File: config.mk
export PLATFORM = sky130hd
export DESIGN_NAME = dcc_top
export DESIGN_NICKNAME = d
export VERILOG_FILES = /design/src/shared/dcc_pkg.sv /design/src/verilog/dcc_top.sv
export SDC_FILE = /design/constraint.sdc
export NUM_CORES = 1
export LEC_CHECK = 0
export BUFFER_PORTS_ARGS = -buffer_cell sky130_fd_sc_hd__buf_2
export CAP_MARGIN = 20
export CORE_UTILIZATION = 50
export DETAILED_ROUTE_END_ITERATION = 8
export GPL_TIMING_DRIVEN = 0
export PLACE_DENSITY = 0.78
export SLEW_MARGIN = 25
export SYNTH_ARGS = -nofsm -noshare
export SYNTH_HDL_FRONTEND = slang
export SYNTH_SLANG_ARGS = --single-unit
export TNS_END_PERCENT = 30
File: constraint.sdc
create_clock -name REF_CLK_I -period 1.06 [get_ports REF_CLK_I]
set_input_delay 0.053 -clock REF_CLK_I [delete_from_list [all_inputs] [get_ports REF_CLK_I]]
set_output_delay 0.053 -clock REF_CLK_I [all_outputs]
set_load 0.03 [all_outputs]
File: src/shared/dcc_pkg.sv
package dcc_pkg;

  //////////////////////////////////////////////////////////////////////////
  // Register map
  localparam logic [7:0] DCC_PAGE_A     = 8'h01;
  localparam logic [7:0] DCC_PAGE_B     = 8'h02;
  localparam logic [7:0] DCC_ADDR_CTRL  = 8'h88;
  localparam logic [7:0] DCC_ADDR_MODE  = 8'h89;
  localparam logic [7:0] DCC_CTRL_RESET = 8'h00;
  localparam logic [7:0] DCC_MODE_RESET = 8'h02;

  //////////////////////////////////////////////////////////////////////////
  // Control register fields
  localparam int DCC_CTRL_ON_BIT    = 7;
  localparam int DCC_CTRL_RES_BIT   = 6;
  localparam int DCC_CTRL_RISE_BIT  = 5;
  localparam int DCC_CTRL_FALL_BIT  = 4;
  localparam int DCC_CTRL_PHYST_LSB = 2;
  localparam int DCC_CTRL_NHYST_LSB = 0;

  //////////////////////////////////////////////////////////////////////////
  // Mode register fields
  localparam int DCC_MODE_RISE_ON_BIT = 5;
  localparam int DCC_MODE_FALL_ON_BIT = 4;
  localparam int DCC_MODE_SPEED_LSB   = 0;

  // Synchroniser depth
  localparam int DCC_SYNC_STAGES = 2;

  //////////////////////////////////////////////////////////////////////////
  // Settings presented to one analog comparator core
  typedef struct packed {
    logic       on;
    logic [1:0] speed_sel;
    logic [1:0] pos_hyst;
    logic [1:0] neg_hyst;
  } dcc_core_cfg_type;

  // Register-bus request
  typedef struct packed {
    logic [7:0] page;
    logic [7:0] addr;
    logic       wr;
    logic       rd;
    logic [7:0] wdata;
  } dcc_sfr_req_type;

endpackage

File: src/verilog/dcc_top.sv
`timescale 1ns/10ps
module dcc_top
  import dcc_pkg::*;
#(
  parameter int SYNC_STAGES = DCC_SYNC_STAGES
) (
  input  wire logic             REF_CLK_I,
  input  wire logic             RSTN_I,
  input  wire dcc_sfr_req_type  SFR_REQ_I,
  output logic [7:0]            SFR_RDATA_O,
  input  wire logic             CMP_A_RAW_I,
  input  wire logic             CMP_B_RAW_I,
  input  wire logic             CMP_A_RST_SEL_I,
  output dcc_core_cfg_type      CMP_A_CFG_O,
  output dcc_core_cfg_type      CMP_B_CFG_O,
  output logic                  CMP_A_PIN_O,
  output logic                  CMP_B_PIN_O,
  output logic                  CMP_A_IRQ_O,
  output logic                  CMP_B_IRQ_O,
  output logic                  CMP_A_RST_REQ_O
);

  //////////////////////////////////////////////////////////////////////////
  // Elaboration check
  if (SYNC_STAGES < 2) begin : g_bad_sync
    $error("SYNC_STAGES must be at least 2");
  end

  // Read images and struct fields assume this byte layout
  if (DCC_CTRL_ON_BIT != 7 || DCC_CTRL_RES_BIT != 6 ||
      DCC_CTRL_RISE_BIT != 5 || DCC_CTRL_FALL_BIT != 4 ||
      DCC_CTRL_PHYST_LSB != 2 || DCC_CTRL_NHYST_LSB != 0) begin : g_bad_ctrl
    $error("Control field positions differ from the read image");
  end
  if (DCC_MODE_RISE_ON_BIT != 5 || DCC_MODE_FALL_ON_BIT != 4 ||
      DCC_MODE_SPEED_LSB != 0) begin : g_bad_mode
    $error("Mode field positions differ from the read image");
  end

  // Both comparators share offsets, so their pages must differ
  if (DCC_PAGE_A == DCC_PAGE_B) begin : g_bad_pages
    $error("Comparator pages must differ");
  end

  //////////////////////////////////////////////////////////////////////////
  // Functions

  // Decode which comparator a page selects, zero when none
  function automatic logic [1:0] page_hit(input logic [7:0] page);
    page_hit = 2'b00;
    if (page == DCC_PAGE_A) begin
      page_hit = 2'b01;
    end else if (page == DCC_PAGE_B) begin
      page_hit = 2'b10;
    end
  endfunction

  // Build the control register read image
  function automatic logic [7:0] ctrl_image(
    input logic       on,
    input logic       res,
    input logic       rise,
    input logic       fall,
    input logic [1:0] ph,
    input logic [1:0] nh
  );
    ctrl_image = {on, res, rise, fall, ph, nh};
  endfunction

  // Build the mode register read image, unused bits as zero
  function automatic logic [7:0] mode_image(
    input logic       rise_on,
    input logic       fall_on,
    input logic [1:0] speed
  );
    mode_image = {2'b00, rise_on, fall_on, 2'b00, speed};
  endfunction

  //////////////////////////////////////////////////////////////////////////
  // Declarations: index 0 is comparator A, index 1 is comparator B

  logic [SYNC_STAGES-1:0] sync_a_q;
  logic [SYNC_STAGES-1:0] sync_a_d;
  logic [SYNC_STAGES-1:0] sync_b_q;
  logic [SYNC_STAGES-1:0] sync_b_d;
  logic [1:0]             prev_q;
  logic [1:0]             prev_d;
  logic [1:0]             res_now;
  logic [1:0]             rise_evt;
  logic [1:0]             fall_evt;

  logic [1:0]             on_q;
  logic [1:0]             on_d;
  logic [1:0]             rise_flag_q;
  logic [1:0]             rise_flag_d;
  logic [1:0]             fall_flag_q;
  logic [1:0]             fall_flag_d;
  logic [1:0]             pos_hyst_q [2];
  logic [1:0]             pos_hyst_d [2];
  logic [1:0]             neg_hyst_q [2];
  logic [1:0]             neg_hyst_d [2];
  logic [1:0]             rise_irq_on_q;
  logic [1:0]             rise_irq_on_d;
  logic [1:0]             fall_irq_on_q;
  logic [1:0]             fall_irq_on_d;
  logic [1:0]             speed_sel_q [2];
  logic [1:0]             speed_sel_d [2];

  logic [1:0]             sel;
  logic                   hit_ctrl;
  logic                   hit_mode;
  logic [1:0]             wr_ctrl;
  logic [1:0]             wr_mode;

  logic [7:0]             rdata_q;
  logic [7:0]             rdata_d;
  logic [1:0]             pin_q;
  logic [1:0]             pin_d;
  logic [1:0]             irq_q;
  logic [1:0]             irq_d;
  logic                   rst_req_q;
  logic                   rst_req_d;

  //////////////////////////////////////////////////////////////////////////
  // Synchronisers

  // Shift raw results in; only the last stage is read downstream
  always_comb begin
    sync_a_d = {sync_a_q[SYNC_STAGES-2:0], CMP_A_RAW_I};
    sync_b_d = {sync_b_q[SYNC_STAGES-2:0], CMP_B_RAW_I};
  end

  always_ff @(posedge REF_CLK_I or negedge RSTN_I) begin
    if (!RSTN_I) begin
      sync_a_q <= '0;
      sync_b_q <= '0;
    end else begin
      sync_a_q <= sync_a_d;
      sync_b_q <= sync_b_d;
    end
  end

  //////////////////////////////////////////////////////////////////////////
  // Edge detection

  // Edges only count while on; the previous result tracks regardless
  always_comb begin
    res_now  = {sync_b_q[SYNC_STAGES-1], sync_a_q[SYNC_STAGES-1]};
    prev_d   = res_now;
    rise_evt = res_now & ~prev_q & on_q;
    fall_evt = ~res_now & prev_q & on_q;
  end

  always_ff @(posedge REF_CLK_I or negedge RSTN_I) begin
    if (!RSTN_I) begin
      prev_q <= 2'b00;
    end else begin
      prev_q <= prev_d;
    end
  end

  //////////////////////////////////////////////////////////////////////////
  // Register bus decode

  always_comb begin
    sel      = page_hit(SFR_REQ_I.page);
    hit_ctrl = SFR_REQ_I.addr == DCC_ADDR_CTRL;
    hit_mode = SFR_REQ_I.addr == DCC_ADDR_MODE;
    // Per-comparator write strobes
    wr_ctrl  = {2{SFR_REQ_I.wr & hit_ctrl}} & sel;
    wr_mode  = {2{SFR_REQ_I.wr & hit_mode}} & sel;
  end

  //////////////////////////////////////////////////////////////////////////
  // Control registers, same logic for both comparators

  // Software write first, then hardware edges on top
  always_comb begin
    on_d        = on_q;
    rise_flag_d = rise_flag_q;
    fall_flag_d = fall_flag_q;
    pos_hyst_d  = pos_hyst_q;
    neg_hyst_d  = neg_hyst_q;
    for (int i = 0; i < 2; i++) begin
      // Control write; the result bit is read-only
      if (wr_ctrl[i]) begin
        on_d[i]        = SFR_REQ_I.wdata[DCC_CTRL_ON_BIT];
        rise_flag_d[i] = SFR_REQ_I.wdata[DCC_CTRL_RISE_BIT];
        fall_flag_d[i] = SFR_REQ_I.wdata[DCC_CTRL_FALL_BIT];
        pos_hyst_d[i]  =
          SFR_REQ_I.wdata[DCC_CTRL_PHYST_LSB +: 2];
        neg_hyst_d[i]  =
          SFR_REQ_I.wdata[DCC_CTRL_NHYST_LSB +: 2];
      end
      // Hardware edge wins over a same-cycle clear
      if (rise_evt[i]) begin
        rise_flag_d[i] = 1'b1;
      end
      if (fall_evt[i]) begin
        fall_flag_d[i] = 1'b1;
      end
    end
  end

  always_ff @(posedge REF_CLK_I or negedge RSTN_I) begin
    if (!RSTN_I) begin
      on_q          <= {2{DCC_CTRL_RESET[DCC_CTRL_ON_BIT]}};
      rise_flag_q   <= {2{DCC_CTRL_RESET[DCC_CTRL_RISE_BIT]}};
      fall_flag_q   <= {2{DCC_CTRL_RESET[DCC_CTRL_FALL_BIT]}};
      pos_hyst_q[0] <= DCC_CTRL_RESET[DCC_CTRL_PHYST_LSB +: 2];
      pos_hyst_q[1] <= DCC_CTRL_RESET[DCC_CTRL_PHYST_LSB +: 2];
      neg_hyst_q[0] <= DCC_CTRL_RESET[DCC_CTRL_NHYST_LSB +: 2];
      neg_hyst_q[1] <= DCC_CTRL_RESET[DCC_CTRL_NHYST_LSB +: 2];
    end else begin
      on_q        <= on_d;
      rise_flag_q <= rise_flag_d;
      fall_flag_q <= fall_flag_d;
      pos_hyst_q  <= pos_hyst_d;
      neg_hyst_q  <= neg_hyst_d;
    end
  end

  //////////////////////////////////////////////////////////////////////////
  // Mode registers, same logic for both comparators

  // Unused mode bits are never stored
  always_comb begin
    rise_irq_on_d = rise_irq_on_q;
    fall_irq_on_d = fall_irq_on_q;
    speed_sel_d   = speed_sel_q;
    for (int i = 0; i < 2; i++) begin
      if (wr_mode[i]) begin
        rise_irq_on_d[i] = SFR_REQ_I.wdata[DCC_MODE_RISE_ON_BIT];
        fall_irq_on_d[i] = SFR_REQ_I.wdata[DCC_MODE_FALL_ON_BIT];
        speed_sel_d[i]   =
          SFR_REQ_I.wdata[DCC_MODE_SPEED_LSB +: 2];
      end
    end
  end

  always_ff @(posedge REF_CLK_I or negedge RSTN_I) begin
    if (!RSTN_I) begin
      rise_irq_on_q  <= {2{DCC_MODE_RESET[DCC_MODE_RISE_ON_BIT]}};
      fall_irq_on_q  <= {2{DCC_MODE_RESET[DCC_MODE_FALL_ON_BIT]}};
      speed_sel_q[0] <= DCC_MODE_RESET[DCC_MODE_SPEED_LSB +: 2];
      speed_sel_q[1] <= DCC_MODE_RESET[DCC_MODE_SPEED_LSB +: 2];
    end else begin
      rise_irq_on_q <= rise_irq_on_d;
      fall_irq_on_q <= fall_irq_on_d;
      speed_sel_q   <= speed_sel_d;
    end
  end

  //////////////////////////////////////////////////////////////////////////
  // Read path

  // Read mux; data holds between reads, unmapped reads give zero
  always_comb begin
    rdata_d = rdata_q;
    if (SFR_REQ_I.rd) begin
      rdata_d = 8'h00;
      for (int i = 0; i < 2; i++) begin
        if (sel[i] && hit_ctrl) begin
          // Result reads live, low while off
          rdata_d = ctrl_image(on_q[i], res_now[i] & on_q[i],
                               rise_flag_q[i], fall_flag_q[i],
                               pos_hyst_q[i], neg_hyst_q[i]);
        end
        if (sel[i] && hit_mode) begin
          rdata_d = mode_image(rise_irq_on_q[i], fall_irq_on_q[i],
                               speed_sel_q[i]);
        end
      end
    end
  end

  always_ff @(posedge REF_CLK_I or negedge RSTN_I) begin
    if (!RSTN_I) begin
      rdata_q <= 8'h00;
    end else begin
      rdata_q <= rdata_d;
    end
  end

  //////////////////////////////////////////////////////////////////////////
  // Pin and interrupt outputs

  // Pin follows the result while on; interrupt needs flag and enable
  always_comb begin
    pin_d = res_now & on_q;
    irq_d = on_q & ((rise_flag_q & rise_irq_on_q) |
                    (fall_flag_q & fall_irq_on_q));
  end

  always_ff @(posedge REF_CLK_I or negedge RSTN_I) begin
    if (!RSTN_I) begin
      pin_q <= 2'b00;
      irq_q <= 2'b00;
    end else begin
      pin_q <= pin_d;
      irq_q <= irq_d;
    end
  end

  //////////////////////////////////////////////////////////////////////////
  // Reset request

  // Only comparator A may ask for a reset, on a low result
  always_comb begin
    rst_req_d = CMP_A_RST_SEL_I & on_q[0] & ~res_now[0];
  end

  always_ff @(posedge REF_CLK_I or negedge RSTN_I) begin
    if (!RSTN_I) begin
      rst_req_q <= 1'b0;
    end else begin
      rst_req_q <= rst_req_d;
    end
  end

  //////////////////////////////////////////////////////////////////////////
  // Core settings go straight from register flops

  // Comparator A settings
  always_comb begin
    CMP_A_CFG_O.on        = on_q[0];
    CMP_A_CFG_O.speed_sel = speed_sel_q[0];
    CMP_A_CFG_O.pos_hyst  = pos_hyst_q[0];
    CMP_A_CFG_O.neg_hyst  = neg_hyst_q[0];
  end

  // Comparator B mirrors A
  always_comb begin
    CMP_B_CFG_O.on        = on_q[1];
    CMP_B_CFG_O.speed_sel = speed_sel_q[1];
    CMP_B_CFG_O.pos_hyst  = pos_hyst_q[1];
    CMP_B_CFG_O.neg_hyst  = neg_hyst_q[1];
  end

  assign SFR_RDATA_O     = rdata_q;
  assign CMP_A_PIN_O     = pin_q[0];
  assign CMP_B_PIN_O     = pin_q[1];
  assign CMP_A_IRQ_O     = irq_q[0];
  assign CMP_B_IRQ_O     = irq_q[1];
  assign CMP_A_RST_REQ_O = rst_req_q;

endmodule

[Yosys cells after proc, flatten, opt, wreduce, memory -nomap -nowiden]
Index checks and enable logic that the tools add are counted.
Storage, ports and cells
  input port bits: 31
  output and inout port bits: 27
  flip-flop bits (word level): 41
  logic and storage cells: 69
Cells by class
  muxes and demuxes: 14
  equal/unequal tests: 4
  bitwise operators: 20
  reduce and logical (&&, ||, !) cells: 8
Operator list (number)
  $mux W8: 4
  $and A2 B2 Y2: 10
  $eq A8 B8 Y1 const B: 2
  $eq A8 B1 Y1 const B: 1
  $eq A8 B2 Y1 const B: 1
  $mux W1: 8
  $reduce_bool A2 Y1: 4
  $and A1 B1 Y1: 6
  $logic_and A1 B1 Y1: 4
  $mux W2: 2
  $not A2 Y2: 2
  $or A2 B2 Y2: 1
  $not A1 Y1: 1

[Depth between registers and ports, before layout]
  depth after elaboration: 8
  gate-level depth with buffers: 5
  gate-level depth less buffers: 4

[Least setup slack after synthesis]
No wires, ideal clock.
  kind: in2reg
  start point: input SFR_REQ_I[12] (netlist bit)
  end point: register neg_hyst_q, in the netlist CMP_B_CFG_O[0]
  library setup time: 0.128 ns
  stages on the path: 4
  arrival: 1.151 ns
  path slack: -0.218 ns
  data required time: 0.932 ns
  cells stage by stage: nor4b_4 -> nand4_4 -> nor2_4 -> mux2_1
Between the ends
  word-level cells in the longest chain between the ends: 3
RTL lines
  start: declaration: line dcc_top.sv:9  | input wire dcc_sfr_req_type SFR_REQ_I,
  $eq A8 B8 Y1: line dcc_top.sv:167  | hit_ctrl = SFR_REQ_I.addr == DCC_ADDR_CTRL;
  $and A1 B1 Y1: line dcc_top.sv:170  | wr_ctrl = {2{SFR_REQ_I.wr & hit_ctrl}} & sel;
  $and A2 B2 Y2: line dcc_top.sv:170
  end signal: assignment: line dcc_top.sv:219  | neg_hyst_q <= neg_hyst_d;
  end: declaration: line dcc_top.sv:100  | logic [1:0] neg_hyst_q [2];
Every way passes these cells.
A chain may end at the register's enable or synchronous reset.

[Worst setup path in the final report]
  start point: input SFR_REQ_I[12] (netlist bit)
  end point: register neg_hyst_q, in the netlist CMP_A_CFG_O[1]
The elaborated chain is that of the path after synthesis.

==> metrics.csv <==
stage,metric,value,unit
timing,Setup-failing EPs final,23,
timing,Slew HR,64.2,%
global_routing,first-pass GRT wire length,7360,um
outcome,status,finished with violations,
global_routing,M2 GR Usage,42.3,%
hold_path,min-delay src,CMP_A_RST_SEL_I,
placement,hpwl dp,3150,um
worst_setup_path,CP Class,input port to register,
pwr,power share of the clock group,35.6,%
cells_and_area,ANT cells,0,
worst_setup_path,CP Capture Type,register,
cts,H-tree depth,2,
synthesis,post-synthesis async set-or-reset flop share,100,%
cells_and_area,share of cells above drive strength 1,48.9,%
cts,clk slew on worst S/H paths,0.07,ns
timing,Final Hold Vio Count,0,
global_routing,GRT Total Usage,25.0,%
worst_setup_path,Reg2Reg Launch Point,CMP_A_CFG_O[5],
synthesis,synthesized instance count,150,
pwr,Max IR drop VDD,1140,uV
floorplanning,IO Count,58,
cts,Clock Tree Buf Depth,2,
timing,Setup TNS,-1.93,ns
timing,Worst Tran Pin Value,0.537,ns
routing,via total after detailed routing,1515,
worst_setup_path,R2R Setup Slk,-0.05,ns
global_routing,largest net degree at the start of global routing,42,
pwr,sw frac,22.5,%
pwr,Seq pwr share,55.7,%
synthesis,Seq cells post-synth,41,
pwr,Pleak,0.00120,uW
cts,Num CTS Buffers,5,
timing,Layout Skew,0.00851,ns
floorplanning,Core Area,3440,um^2
synthesis,Main synth FF type,dfrtp_1,
global_routing,remaining global-route overflow,0,
cts,worst skew pair latency,0.29,ns
cells_and_area,Final #Nets,252,
worst_setup_path,"Arr. time, crit path",1.37,ns
timing,Final Max Slew Viols,0,
global_routing,via count of the first global-routing pass,1527,
synthesis,distinct cell type count after synthesis,32,
synthesis,share of the yosys chip area belonging to registers,55.7,%
placement,Area after DPL,2180,um^2
pwr,Comb power frac,8.6,%
global_routing,initial antenna violation count,0,
cts,root buf cell,clkbuf_8,
worst_setup_path,CP Data Required Time,1.23,ns
global_routing,busiest grt layer,met2,
global_routing,GR Util met3,5.66,%
cts,clock sink total,41,
synthesis,Mapped Nets,181,
pwr,PwrDens,1130,nW/um^2
routing,DRC,0,
routing,DR iter-0 viols,71,
timing,Final WS setup,-0.135,ns
synthesis,"EDFF count, synth",0,
routing,router iterations before antenna repair,4,
pwr,Pint,2200,uW
worst_setup_path,R2R Path End,SFR_RDATA_O[1],
synthesis,Synth Area per Inst,12.3,um^2
worst_setup_path,CP startpoint kind,input port,
routing,Routed WL per cell,17.2,um
cells_and_area,Final Util,72.8,%
worst_setup_path,cell count of the worst reg-to-reg path,4,
hold_path,Hold Path Depth,2,
placement,final RePlAce weighted congestion,0.809,
hold_path,Worst Hold Class,input port to register,
floorplanning,Die Ht,62.8,um
floorplanning,full die area,3940,um^2
timing,fmax,837,MHz
cells_and_area,Final Cell Area,2510,um^2
synthesis,Synthesis Warnings,0,
worst_setup_path,CP Max Fanout,5,
hold_path,Hold EP,CMP_A_RST_REQ_O,
routing,vias per cell,5.67,
outcome,failing checks,setup timing,
cells_and_area,Fill cells,244,
floorplanning,die span in x,62.8,um
cts,TritonCTS clock tree,done,
timing,min cycle time layout,1.19,ns
pwr,NetSw,639,uW
routing,final wirelength,4590,um
floorplanning,Initial Util,53.7,%
global_routing,GR Util met1,29.6,%
synthesis,Post-Syn Area,1850,um^2
job,max_cap viols,0,
floorplanning,Rows,21,
timing,RSZ-0062 raised after global routing,yes,
timing,Final Cycle Share,113,%
cells_and_area,Area Growth Syn to Fin,35.7,%
routing,antenna-violating nets left,0,
placement,port bufs,55,
[power by group through the flow]
| stage | combinational (uW) | clock, uW | sequential, uW |
|---|---|---|---|
| floorplan | 74.2 | 0 | 1610 |
| global placement | 186 | 0 | 1610 |
| detailed placement | 195 | 0 | 1610 |
| CTS | 231 | 1040 | 1580 |
| global route | 266 | 1090 | 1580 |
| finish | 245 | 1010 | 1580 |
[critical path, stage by stage]
cell	delay, ns
buf_6	0.10
nor4b_4	0.36
nand4_4	0.23
nor2_4	0.26
mux2_2	0.37
[synthesized netlist by cell type, drive strengths merged, types with 2 or more instances]
| cell type | n | area (um^2) |
|---|---|---|
| inv | 10 | 37.5 |
| o21ai | 7 | 35.0 |
| mux2i | 4 | 40.0 |
| nand2b | 4 | 25.0 |
| o22ai | 10 | 62.6 |
| nand3b | 2 | 15.0 |
| nand4 | 3 | 33.8 |
| nor2 | 10 | 67.6 |
| nand3 | 4 | 20.0 |
| clkbuf | 2 | 7.51 |
| nand2 | 4 | 15.0 |
| nor4 | 2 | 18.8 |
| a32oi | 2 | 17.5 |
| dfrtp | 39 | 976 |
| dfstp | 2 | 52.6 |
| nor4b | 4 | 62.6 |
| a22oi | 6 | 45.0 |
| and2 | 2 | 12.5 |
| nor2b | 8 | 50.1 |
| mux2 | 18 | 203 |
| buf | 2 | 10.0 |
[through the flow]
stage / setup slack [ns] / hold WS (ns) / total power, uW / cells
global placement: -0.464 / 0.161 / 1800 / 251
CTS: -0.119 / 0.00222 / 2850 / 264
floorplan: -0.214 / -0.243 / 1690 / 150
detailed placement: -0.507 / 0.166 / 1810 / 251
global route: -0.184 / 0.0190 / 2940 / 267
finish: -0.135 / 0.0113 / 2840 / 267
[sequential cells by signal, summed over array words and instances (netlist names)]
register,flops
SFR_RDATA_O,8
prev_q,2
fall_irq_on_q,2
sync_b_q,2
CMP_B_CFG_O,6
CMP_A_CFG_O,6
pin_q,2
CMP_A_RST_REQ_O,1
fall_flag_q,2
sync_a_q,2
on_q,2
rise_flag_q,2
rise_irq_on_q,2
irq_q,2
[logic make-up after synthesis]
family	share of synthesized area, %
AO/OA/AOI/OAI	9.61
buffers and inverters	2.98
flip-flops	55.7
multiplexers	13.1
AND/OR/NAND/NOR	18.6
[final cells by class]
class / instances / area (um^2) / area share [%]
Buffer: 4 / 20.0 / 0.798
Clock buffer: 7 / 86.3 / 3.44
Inverter: 10 / 37.5 / 1.50
Multi-Input combinational cell: 95 / 870 / 34.7
Sequential cell: 41 / 1030 / 41.1
Tap cell: 46 / 57.6 / 2.30
Timing Repair Buffer: 64 / 407 / 16.2
[metal layers]
metal / up-vias / part of all wire [%] / routed length, um
li1: 680 / - / -
met1: 753 / 39 / 1790
met2: 68 / 51 / 2350
met3: 14 / 7.0 / 321
met4: 0 / 2.7 / 123
met5: - / 0 / 0
[worst max-delay path by stage]
stage / from / end / depth (start not counted)
3_3_place_gp: SFR_REQ_I[14] / CMP_A_CFG_O[1] / 5
6_report: SFR_REQ_I[12] / CMP_A_CFG_O[1] / 5
4_1_cts: SFR_REQ_I[12] / CMP_B_CFG_O[1] / 5
2_1_floorplan: SFR_REQ_I[14] / CMP_A_CFG_O[0] / 4
5_1_grt: SFR_REQ_I[12] / CMP_A_CFG_O[1] / 5
3_5_place_dp: SFR_REQ_I[14] / CMP_B_CFG_O[1] / 5
[placed cells by master (no fill, tap or decap), drive strengths merged, types with 6 or more instances in the layout]
cell	count
inv	10
nor2	10
dfrtp	39
o21ai	7
buf	61
clkbuf	10
o22ai	10
a22oi	6
nor2b	8
mux2	18
[what timing repair did]
item                                    CTS  global route
resized for setup                        24            21
pin swaps                                 7             6
hold buffers                              4             0
buffers inserted                          2             4
endpoints found under the setup margin   25            70
endpoints found under the hold margin    42             0
Power figures use the tool's default switching activity.
